--- src/hdl/brownout_reset_control_defines.vh ---
// Register offsets, field positions, reset values and timing counts
// Assumes inclusion by the brownout reset control design file only
`ifndef BROWNOUT_RESET_CONTROL_DEFINES_VH
`define BROWNOUT_RESET_CONTROL_DEFINES_VH

`define PERIPH_RESET_OFFSET    8'h0C
`define BROWNOUT_CTRL_OFFSET   8'h18
`define POR_KEY_OFFSET         8'h24
`define UNLOCK_OFFSET          8'hFC
`define TIMER_ZERO_RST_BIT     1
`define GPIO_RST_BIT           1
`define TIMER_RST_POS          2
`define GPIO_RST_POS           1
`define BROWNOUT_DETECTOR_ENABLE_POS             0
`define BROWNOUT_THRESHOLD_SELECT_LSB             1
`define BOD_RSTSEL_POS         3
`define BOD_FLAG_POS           4
`define BROWNOUT_LOW_POWER_SELECT_POS            5
`define BROWNOUT_COMPARE_STATUS_POS            6
`define LOW_VOLTAGE_RESET_ENABLE_POS             7
`define CFG_RSTSEL_POS         20
`define CFG_VL_LSB             21
`define CFG_EN_POS             23
`define UNLOCK_KEY0            8'h59
`define UNLOCK_KEY1            8'h16
`define UNLOCK_KEY2            8'h88
`define POR_DISABLE_KEY        16'h5AA5
`define POR_KEY_RESET          16'h0000
`define CLOCK_MHZ              10
`define LVR_SETTLE_US          100
`define LVR_SETTLE_CYCLES      11'h3E8

`endif

--- src/hdl/brownout_reset_control.v ---
// Brownout detector, low-voltage reset, power-on-reset key and peripheral reset bits
// Assumes a synchronous register port, analog comparator levels and a config word
//
// Strobed register access was chosen for this implementation.
module brownout_reset_control (
  input  wire        clock,
  input  wire        sys_rst,
  input  wire [7:0]  regAddr,
  input  wire [31:0] regWrData,
  input  wire        regWrStb,
  input  wire        regRdStb,
  output reg  [31:0] regRdData,
  input  wire [31:0] userConfigWord,
  input  wire        brownoutCompareIn,
  input  wire        lowVoltageCompareIn,
  input  wire        otherChipResetSource,
  output reg         timerZeroResetOut,
  output reg         gpioResetOut,
  output reg         brownoutInterrupt,
  output reg         brownoutChipReset,
  output reg         lowVoltageChipReset,
  output reg         powerOnResetEnable,
  output reg         brownoutLowPowerOut,
  output reg  [1:0]  brownoutThresholdOut,
  output reg         brownoutDetectorOn
);

`include "brownout_reset_control_defines.vh"

  // ************************************************************
  // Registers
  // ************************************************************
  reg        timerZeroSoftReset_q;
  reg        gpioSoftReset_q;
  reg        lowVoltageResetEnable_q;
  reg        brownoutLowPowerSelect_q;
  reg        brownoutCrossingFlag_q;
  reg        brownoutResetSelect_q;
  reg  [1:0] brownoutThresholdSelect_q;
  reg        brownoutDetectorEnable_q;
  reg [15:0] powerOnResetDisableKey_q;
  reg        unlocked_q;
  reg  [2:0] unlockState_q;
  reg        cfgPending_q;
  reg        bodPrev_q;
  reg [10:0] lvrSettle_q;
  reg        lvrSettled_q;
  reg        bodIrqHold_q;
  reg [31:0] readNext_d;

  // ************************************************************
  // Unlock sequence states, one-hot
  // ************************************************************
  localparam [2:0] UNLOCK_IDLE   = 3'h1;
  localparam [2:0] UNLOCK_FIRST  = 3'h2;
  localparam [2:0] UNLOCK_SECOND = 3'h4;

  wire       writeCtrl;
  wire       periphWrite;
  wire       bodSynced;
  wire       lvrSynced;
  wire       writeKey;
  wire       writeUnlock;
  wire       brownoutCompareStatus;
  wire       crossing;
  wire [31:0] ctrlView;

  assign writeCtrl   = regWrStb && (regAddr == `BROWNOUT_CTRL_OFFSET);
  assign writeKey    = regWrStb && (regAddr == `POR_KEY_OFFSET);
  assign writeUnlock = regWrStb && (regAddr == `UNLOCK_OFFSET);
  assign periphWrite = regWrStb && (regAddr == `PERIPH_RESET_OFFSET);
  // Status masked by the enable
  assign brownoutCompareStatus = brownoutDetectorEnable_q & bodSynced;
  // Either-direction crossing of the synchronised comparator
  assign crossing = brownoutDetectorEnable_q & (bodSynced ^ bodPrev_q);
  assign ctrlView = {24'h000000, lowVoltageResetEnable_q, brownoutCompareStatus,
                     brownoutLowPowerSelect_q, brownoutCrossingFlag_q,
                     brownoutResetSelect_q, brownoutThresholdSelect_q,
                     brownoutDetectorEnable_q};

  // ************************************************************
  // Comparator synchronisers
  // ************************************************************
  brownout_level_sync #(
    .WIDTH (1)
  ) bod_level_sync_i (
    .clock   (clock),
    .sys_rst (sys_rst),
    .asyncIn (brownoutCompareIn),
    .syncOut (bodSynced)
  );

  brownout_level_sync #(
    .WIDTH (1)
  ) lvr_level_sync_i (
    .clock   (clock),
    .sys_rst (sys_rst),
    .asyncIn (lowVoltageCompareIn),
    .syncOut (lvrSynced)
  );

  // Previous synchronised level for crossing detection
  always @(posedge clock) begin
    if (sys_rst) begin
      bodPrev_q <= 1'b0;
    end else begin
      bodPrev_q <= bodSynced;
    end
  end

  // ************************************************************
  // Protection unlock sequence
  // ************************************************************
  always @(posedge clock) begin
    if (sys_rst) begin
      unlockState_q <= UNLOCK_IDLE;
      unlocked_q    <= 1'b0;
    end else if (writeUnlock) begin
      // Three exact bytes in order open the gate; anything else locks
      case (unlockState_q)
        UNLOCK_IDLE: begin
          if (regWrData[7:0] == `UNLOCK_KEY0) begin
            unlockState_q <= UNLOCK_FIRST;
          end else begin
            unlocked_q <= 1'b0;
          end
        end
        UNLOCK_FIRST: begin
          if (regWrData[7:0] == `UNLOCK_KEY1) begin
            unlockState_q <= UNLOCK_SECOND;
          end else begin
            unlockState_q <= UNLOCK_IDLE;
            unlocked_q    <= 1'b0;
          end
        end
        UNLOCK_SECOND: begin
          unlockState_q <= UNLOCK_IDLE;
          unlocked_q    <= (regWrData[7:0] == `UNLOCK_KEY2);
        end
        default: begin
          unlockState_q <= UNLOCK_IDLE;
          unlocked_q    <= 1'b0;
        end
      endcase
    end
  end

  // ************************************************************
  // Control register fields
  // ************************************************************
  always @(posedge clock) begin
    if (sys_rst) begin
      timerZeroSoftReset_q      <= 1'b0;
      gpioSoftReset_q           <= 1'b0;
      lowVoltageResetEnable_q   <= 1'b1;
      brownoutLowPowerSelect_q  <= 1'b0;
      brownoutResetSelect_q     <= 1'b0;
      brownoutThresholdSelect_q <= 2'h0;
      brownoutDetectorEnable_q  <= 1'b0;
      cfgPending_q              <= 1'b1;
      powerOnResetDisableKey_q  <= `POR_KEY_RESET;
    end else begin
      cfgPending_q <= 1'b0;
      if (cfgPending_q) begin
        // Configuration word caught after reset release
        brownoutResetSelect_q     <= userConfigWord[`CFG_RSTSEL_POS];
        brownoutThresholdSelect_q <= userConfigWord[`CFG_VL_LSB+1:`CFG_VL_LSB];
        brownoutDetectorEnable_q  <= userConfigWord[`CFG_EN_POS];
      end else if (writeCtrl && unlocked_q) begin
        lowVoltageResetEnable_q   <= regWrData[`LOW_VOLTAGE_RESET_ENABLE_POS];
        brownoutLowPowerSelect_q  <= regWrData[`BROWNOUT_LOW_POWER_SELECT_POS];
        brownoutResetSelect_q     <= regWrData[`BOD_RSTSEL_POS];
        brownoutThresholdSelect_q <= regWrData[`BROWNOUT_THRESHOLD_SELECT_LSB+1:`BROWNOUT_THRESHOLD_SELECT_LSB];
        brownoutDetectorEnable_q  <= regWrData[`BROWNOUT_DETECTOR_ENABLE_POS];
      end
      if (periphWrite) begin
        timerZeroSoftReset_q <= regWrData[`TIMER_RST_POS];
        gpioSoftReset_q      <= regWrData[`GPIO_RST_POS];
      end
      if (otherChipResetSource) begin
        powerOnResetDisableKey_q <= `POR_KEY_RESET;
      end else if (writeKey && unlocked_q) begin
        powerOnResetDisableKey_q <= regWrData[15:0];
      end
    end
  end

  // ************************************************************
  // Crossing flag, interrupt hold, settle timer
  // ************************************************************
  always @(posedge clock) begin
    if (sys_rst) begin
      brownoutCrossingFlag_q <= 1'b0;
      bodIrqHold_q           <= 1'b0;
      lvrSettle_q            <= 11'h000;
      lvrSettled_q           <= 1'b0;
    end else begin
      // Set wins over the write-one clear
      if (crossing) begin
        brownoutCrossingFlag_q <= 1'b1;
      end else if (writeCtrl && regWrData[`BOD_FLAG_POS]) begin
        brownoutCrossingFlag_q <= 1'b0;
      end
      // Interrupt latches until the detector is disabled
      if (!brownoutDetectorEnable_q) begin
        bodIrqHold_q <= 1'b0;
      end else if (!brownoutResetSelect_q && (brownoutCompareStatus || crossing)) begin
        bodIrqHold_q <= 1'b1;
      end
      // Settle count restarts while disabled
      if (!lowVoltageResetEnable_q) begin
        lvrSettle_q <= 11'h000;
      end else if (lvrSettle_q != `LVR_SETTLE_CYCLES) begin
        lvrSettle_q <= lvrSettle_q + 11'h001;
      end
      // Settled only while the enable still stands
      lvrSettled_q <= lowVoltageResetEnable_q && (lvrSettle_q == `LVR_SETTLE_CYCLES);
    end
  end

  // ************************************************************
  // Outputs and read port
  // ************************************************************
  always @(posedge clock) begin
    if (sys_rst) begin
      timerZeroResetOut    <= 1'b0;
      gpioResetOut         <= 1'b0;
      brownoutInterrupt    <= 1'b0;
      brownoutChipReset    <= 1'b0;
      lowVoltageChipReset  <= 1'b0;
      powerOnResetEnable   <= 1'b1;
      brownoutLowPowerOut  <= 1'b0;
      brownoutThresholdOut <= 2'h0;
      brownoutDetectorOn   <= 1'b0;
      regRdData            <= 32'h00000000;
    end else begin
      timerZeroResetOut    <= timerZeroSoftReset_q;
      gpioResetOut         <= gpioSoftReset_q;
      brownoutInterrupt    <= bodIrqHold_q & ~brownoutResetSelect_q;
      brownoutChipReset    <= brownoutCompareStatus & brownoutResetSelect_q;
      lowVoltageChipReset  <= lowVoltageResetEnable_q & lvrSynced & lvrSettled_q;
      powerOnResetEnable   <= (powerOnResetDisableKey_q != `POR_DISABLE_KEY);
      brownoutLowPowerOut  <= brownoutLowPowerSelect_q;
      brownoutThresholdOut <= brownoutThresholdSelect_q;
      brownoutDetectorOn   <= brownoutDetectorEnable_q;
      if (regRdStb) begin
        regRdData <= readNext_d;
      end else begin
        regRdData <= 32'h00000000;
      end
    end
  end

  // ************************************************************
  // Read data select
  // ************************************************************
  always @* begin
    readNext_d = 32'h00000000;
    case (regAddr)
      `PERIPH_RESET_OFFSET: begin
        readNext_d = {29'h00000000, timerZeroSoftReset_q, gpioSoftReset_q, 1'b0};
      end
      `BROWNOUT_CTRL_OFFSET: begin
        readNext_d = ctrlView;
      end
      `POR_KEY_OFFSET: begin
        readNext_d = {16'h0000, powerOnResetDisableKey_q};
      end
      `UNLOCK_OFFSET: begin
        readNext_d = {31'h00000000, unlocked_q};
      end
      default: begin
        readNext_d = 32'h00000000;
      end
    endcase
  end

endmodule // brownout_reset_control

// ************************************************************
// Two-flop level synchroniser
// ************************************************************
module brownout_level_sync #(
  parameter WIDTH = 1
) (
  input  wire             clock,
  input  wire             sys_rst,
  input  wire [WIDTH-1:0] asyncIn,
  output wire [WIDTH-1:0] syncOut
);

  reg [WIDTH-1:0] stage1_q;
  reg [WIDTH-1:0] stage2_q;

  // Only the second flop is read outside
  always @(posedge clock) begin
    if (sys_rst) begin
      stage1_q <= {WIDTH{1'b0}};
      stage2_q <= {WIDTH{1'b0}};
    end else begin
      stage1_q <= asyncIn;
      stage2_q <= stage1_q;
    end
  end

  assign syncOut = stage2_q;

endmodule // brownout_level_sync

--- config.mk ---
export PLATFORM = sky130hd
export DESIGN_NAME = brownout_reset_control
export DESIGN_NICKNAME = d
export VERILOG_FILES = /design/src/hdl/brownout_reset_control.v
export VERILOG_INCLUDE_DIRS = /design/src /design/src/hdl
export SDC_FILE = /design/constraint.sdc
export NUM_CORES = 1
export LEC_CHECK = 0
export BUFFER_PORTS_ARGS = -buffer_cell sky130_fd_sc_hd__buf_2
export CAP_MARGIN = 0
export CORE_MARGIN = 2
export CORE_UTILIZATION = 51
export DETAILED_ROUTE_END_ITERATION = 16
export PLACE_DENSITY = 0.84
export SETUP_SLACK_MARGIN = 0.02
export SYNTH_ARGS = -nofsm -noshare
export SYNTH_HDL_FRONTEND = slang
export SYNTH_SLANG_ARGS = --single-unit
export TNS_END_PERCENT = 10
--- constraint.sdc ---
create_clock -name clock -period 2.4 [get_ports clock]
set_input_delay 0.12 -clock clock [delete_from_list [all_inputs] [get_ports clock]]
set_output_delay 0.12 -clock clock [all_outputs]
set_load 0.1 [all_outputs]
## Yosys cells after proc, flatten, opt, wreduce, memory -nomap -nowiden

Index checks and enable logic that the tools add are counted.

- Register bits after elaboration: 90
- Input bits: 79
- Output and inout bits: 42
- Word-level logic and storage cells: 95

- Add/subtract/negate cells: 1
- Eq/ne operators: 16
- Mux-type cells: 16
- Bitwise operators: 12
- Reductions and logical operators: 20

Operator list:

| operator | number |
|---|---|
| 16-bit case mux with 4 select lines | 1 |
| 8-bit by 5-bit equality test with 1-bit output (second input constant) | 2 |
| 8-bit equality test (second input constant) | 2 |
| 16-bit by 15-bit != test with 1-bit output (second input constant) | 1 |
| 11-bit by 1-bit adder with 11-bit output (second input constant) | 1 |
| 11-bit by 10-bit equality test with 1-bit output (second input constant) | 1 |
| 11-bit by 10-bit != test with 1-bit output (second input constant) | 1 |
| 1-bit logical AND | 9 |
| 1-bit two-way mux | 9 |
| 8-bit by 4-bit equality test with 1-bit output (second input constant) | 1 |
| 8-bit by 6-bit equality test with 1-bit output (second input constant) | 1 |
| 8-bit by 7-bit equality test with 1-bit output (second input constant) | 1 |
| 2-bit OR reduction | 4 |
| 1-bit bitwise AND | 6 |
| 3-bit two-way mux | 2 |
| 2-bit != test (second input constant) | 3 |
| 3-bit case mux with 2 select lines | 1 |
| 1-bit inverter | 5 |
| 2-bit two-way mux | 2 |
| 2-bit AND reduction | 2 |
| 2-bit nonzero test | 2 |
| 3-bit by 1-bit equality test with 1-bit output (second input constant) | 1 |
| 3-bit by 2-bit equality test with 1-bit output (second input constant) | 1 |
| 3-bit equality test (second input constant) | 1 |
| 5 further kinds | 5 |

## Depth between registers and ports, before layout

- Word-level depth: 5
- Mapped depth: 6
- Depth with buffers taken out: 6

## Modules after synthesis

A second synthesis with hierarchy kept.

- Cells, all modules: 320
- Area, all modules: 2979.1 um^2

By module, submodules not included:

| module | times used | cells each | area each (um^2) | seq. area each (um^2) |
|---|---|---|---|---|
| brownout_reset_control | 1 | 312 | 2874.0 | 1401.3 |
| brownout_level_sync | 2 | 4 | 52.6 | 40.0 |

## Worst setup path before layout

No wires, ideal clock.

- Path type: flip-flop to flip-flop
- From: register unlockState_q[0]
- To: register unlockState_q[0]
- Library setup time: 0.122 ns
- Arrival: 1.377 ns
- Required time: 2.278 ns
- Slack: 0.901 ns
- Stages on the path, launching flop included: 5
- Path buffers: 0
- Period minus slack after synthesis: 1.499 ns
- Path through: dfxtp_1 -> or4_4 -> nor4_4 -> nor2_1 -> a221o_1

- Longest elaborated chain between the ends: 3
- Elaborated cells on any way between the ends: 5
- Classes of those cells: eq/ne (3); mux (1); reduce/logical (1)

RTL lines:

| what | RTL line | source |
|---|---|---|
| start: declaration | brownout_reset_control.v:43 | `reg [2:0] unlockState_q;` |
| start signal: assignment | brownout_reset_control.v:116 | `unlockState_q <= UNLOCK_IDLE;` |
| start signal: assignment | brownout_reset_control.v:123 | `unlockState_q <= UNLOCK_FIRST;` |
| start signal: assignment | brownout_reset_control.v:130 | `unlockState_q <= UNLOCK_SECOND;` |
| 3-bit by 1-bit equality test with 1-bit output | brownout_reset_control.v:120 | `case (unlockState_q)` |
| 2-bit != test (no line) | n/a |  |
| 2-bit AND reduction (no line) | n/a |  |

Parallel ways exist; a longest one is shown, timed or not.
A chain may end at the register's enable or synchronous reset.

## Worst setup path in the final report

- From: register lvrSettle_q[2]
- To: register lvrSettle_q[1]

- Longest elaborated chain between the ends: 1

RTL lines:

| what | RTL line | source |
|---|---|---|
| start: declaration | brownout_reset_control.v:46 | `reg [10:0] lvrSettle_q;` |
| start signal: assignment | brownout_reset_control.v:214 | `lvrSettle_q <= lvrSettle_q + 11'h001;` |
| 11-bit by 10-bit != test with 1-bit output (no line) | n/a |  |

No other way between the ends.

==> flow_metrics.env <==
export IMPL_met2_length_mm=2.98
export IMPL_worst_pin_slew_ns=0.574
export IMPL_slew_headroom=0.614
export IMPL_maxSlewViolCount=0
export IMPL_synthAdderAreaFrac=0.00838
export IMPL_cts_tree="yes"
export IMPL_crit_required_ns=2.61
export IMPL_synthMuxAreaShare=0.0875
export IMPL_routabilityCongestion=0.851
export IMPL_status="finished, final reports clean"
export IMPL_dp_hpwl_mm=4.35
export IMPL_via_per_inst=5.30
export IMPL_synth_largest_area_cell="dfxtp_1"
export IMPL_synth_compound_area_frac=0.0687
export IMPL_switching_share=0.268
export IMPL_clk_pin_slew_ns=0.07
export IMPL_fin_crit_sh=0.684
export IMPL_die_y_um=80.5
export IMPL_synth_edf_count=0
export IMPL_path_class="reg -> reg"
export IMPL_synth_simple_area_share=0.250
export IMPL_hp_class="in -> reg"
export IMPL_postRouteAntennaNets=0
export IMPL_endpoint_kind="register"
export IMPL_internal_power_mw=1.69
export IMPL_syn_cell_area_mm2=0.00299
export IMPL_diodes=0
export IMPL_p_sw_mw=0.620
export IMPL_grt_pass1_wl_mm=10.1
export IMPL_worstPathArrival_ns=1.85
export IMPL_yosysTopAreaCellShare=0.496
export IMPL_rsz0062_at_grt="false"
export IMPL_most_common_layout_cells="dfxtp_1 (74), buf_2 (60), nor2_1 (45)"
export IMPL_cts_sinks=74
export IMPL_dr_total_vias=2330
export IMPL_multi_input_area_mm2=0.00138
export IMPL_grt_ovfl_total=0
export IMPL_synth_main_ff_cell="dfxtp_1"
export IMPL_grt_usage=0.205
export IMPL_nets=445
export IMPL_wl_met3_um=384
export IMPL_layoutNonFillerInstCount=440
export IMPL_r2r_slack_ns=0.76
export IMPL_drive_above_1_share=0.231
export IMPL_totalWireLength_mm=6.12
export IMPL_pwr_share_comb=0.104
export IMPL_setup_viol=0
export IMPL_synth_cell_types=52
export IMPL_critical_path_max_fanout=6
export IMPL_io_buffers=60
export IMPL_die_area_mm2=0.00649
export IMPL_yosys_warnings=0
export IMPL_die_w_um=80.5
export IMPL_drt_wirelength_per_cell_um=13.9
export IMPL_rr_startpoint="lvrSettle_q[2]"
export IMPL_seq_area_mm2=0.00148
export IMPL_clk_latency_ns=0.34
export IMPL_p_leak_nw=1.57
export IMPL_avgSynthCellArea_um2=9.93
export IMPL_drc=0
export IMPL_hold_depth=3
export IMPL_fin_setup_tns_ns=0
export IMPL_async_flop_share=0
export IMPL_reg2reg_to="lvrSettle_q[1]"
export IMPL_synth_xor_area_frac=0.0264
export IMPL_synth_top_family_by_area="simple AND/OR/NAND/NOR gates"
export IMPL_post_cts_buffers=0
export IMPL_netlist_instances=301
export IMPL_cts_root_buffer="clkbuf_8"
export IMPL_final_fill_count=488
export IMPL_grt_antenna_before_repair=0
export IMPL_synth_seq_cells=74
export IMPL_top_layer_used="met4"
export IMPL_rr_worst_depth=4
export IMPL_ir_drop_mv=0.477
export IMPL_area_growth_syn_to_layout_pct=15.9
export IMPL_grt_max_degree=32
export IMPL_ys_seq_area_frac=0.496
export IMPL_ios=121
export IMPL_cts_max_level=3
export IMPL_place_inst=423
export IMPL_layout_commonest_cell="dfxtp_1"
export IMPL_period_minus_slack_ns=1.64
export IMPL_powerDensity_mw_per_mm2=669
export IMPL_yosys_top_cells_area="dfxtp_1 (50%), mux2i_1 (8.4%), nor2_1 (5.7%), buf_4 (4.0%), nor2b_1 (2.9%)"
export IMPL_hold_viol_final=0
export IMPL_hold_end="powerOnResetDisableKey_q[12]"
export IMPL_wl_met1_mm=2.66
export IMPL_core_region_area_mm2=0.00557
export IMPL_initial_core_util=0.536
export IMPL_fmax_ghz=0.610
export IMPL_clock_path_buffers=2
export IMPL_max_cap_violations=0
export IMPL_skew_ns=0.00837
export IMPL_power_frac_seq=0.543
export IMPL_critPathLaunchType="register"
export IMPL_grt_pass1_vias=2186
export IMPL_cts_buffers=9
export IMPL_hold_start="regWrData[12]"
export IMPL_rows=27
export IMPL_drt_iter0_markers=102
export IMPL_clkPwrFrac=0.353
export IMPL_first_pass_iters=4
## state kept, by name, summed over array words and instances, names as in the netlist, 2 cells and up
register / flops
brownoutThresholdSelect_q: 2
brownoutThresholdOut: 2
unlockState_q: 3
lvrSettle_q: 11
powerOnResetDisableKey_q: 16
regRdData: 16
## metal layers
metal  vias to the layer above  track usage
met5                         -            0
met4                         0       0.0763
met3                        12       0.0607
met2                        74        0.332
li1                       1140            -
met1                      1104        0.257
## worst max path at each step
stage	slack (ns)	from	endpoint
finish	0.76	lvrSettle_q[2]	lvrSettle_q[1]
global placement	0.67	regAddr[5]	brownoutLowPowerSelect_q
CTS	0.75	lvrSettle_q[2]	lvrSettle_q[1]
detailed placement	0.67	regAddr[5]	brownoutLowPowerSelect_q
floorplan	0.90	unlockState_q[0]	unlockState_q[0]
global route	0.65	lvrSettle_q[2]	lvrSettle_q[1]
## repair_timing
item,CTS,global route
setup endpoints to repair,0,0
hold buffers,2,0
hold endpoints to repair,2,0
gates resized for setup,0,0
## Yosys cell counts, types with 2 or more instances
master    number
or3b_2         3
o21a_1         2
nor2_1        45
and3_1         5
a211oi_1       4
buf_4         16
clkbuf_1       7
nor3b_1        2
buf_1          2
and2_1        13
o21ai_0        2
nor4_1         4
inv_1          4
nand4_1        6
nand3_1        2
nand2_1        9
nor2b_1       14
nand2b_1       6
ha_1           2
nor3_1         3
mux2i_1       25
a22o_1         2
nand4b_1       3
or4b_1         2
xor2_1         8
a32oi_1        2
dfxtp_1       74
a21oi_1        5
a22oi_1        6
## final cells by class
type	instances	share of cell area
flip-flops and latches	74	0.428
multi-input cells	211	0.398
repair buffers	64	0.0969
clock buffers	13	0.0430
well taps	72	0.0260
inverters	4	0.00434
clock inverters	2	0.00398
## per-stage QoR
| step | utilization | hold slack [ns] | area, um^2 | power, mW | setup WS, ns |
|---|---|---|---|---|---|
| after floorplan | - | 0.148 | 3040 | 1.48 | 0.901 |
| after global placement | 0.588 | 0.330 | 3280 | 1.52 | 0.674 |
| after detailed placement | 0.588 | 0.336 | 3280 | 1.52 | 0.668 |
| after CTS | 0.621 | 0.00166 | 3460 | 2.33 | 0.751 |
| after global routing | 0.621 | 0.00648 | 3460 | 2.41 | 0.654 |
| final | 0.621 | 0.0114 | 3460 | 2.31 | 0.759 |
## kinds of logic (layout without fill, tap and decap cells)
kind of cell / Yosys count / after routing
xor gates and xnor gates: 9 / 9
other: 1 / 16
AOI/OAI and AO/OA: 28 / 28
muxes: 26 / 26
buffers and inverters: 31 / 83
adders and majority gates: 2 / 2
and+or+nand+nor: 130 / 130
DFF: 74 / 74
## worst max-delay path: stages, from the launching register on
cell	delay [ns]
dfxtp_1	0.35
or4b_1	0.59
nor3_2	0.29
mux2i_1	0.23
nor2_1	0.06
## power by group through the flow
| stage | Combinational, mW | Sequential [mW] | Clock, mW |
|---|---|---|---|
| 2_1_floorplan | 0.185 | 1.30 | 0 |
| 3_3_place_gp | 0.232 | 1.28 | 0 |
| 3_5_place_dp | 0.236 | 1.28 | 0 |
| 4_1_cts | 0.240 | 1.26 | 0.834 |
| 5_1_grt | 0.254 | 1.26 | 0.897 |
| 6_report | 0.241 | 1.26 | 0.818 |
No activity file was read; power rests on OpenSTA's default activity.
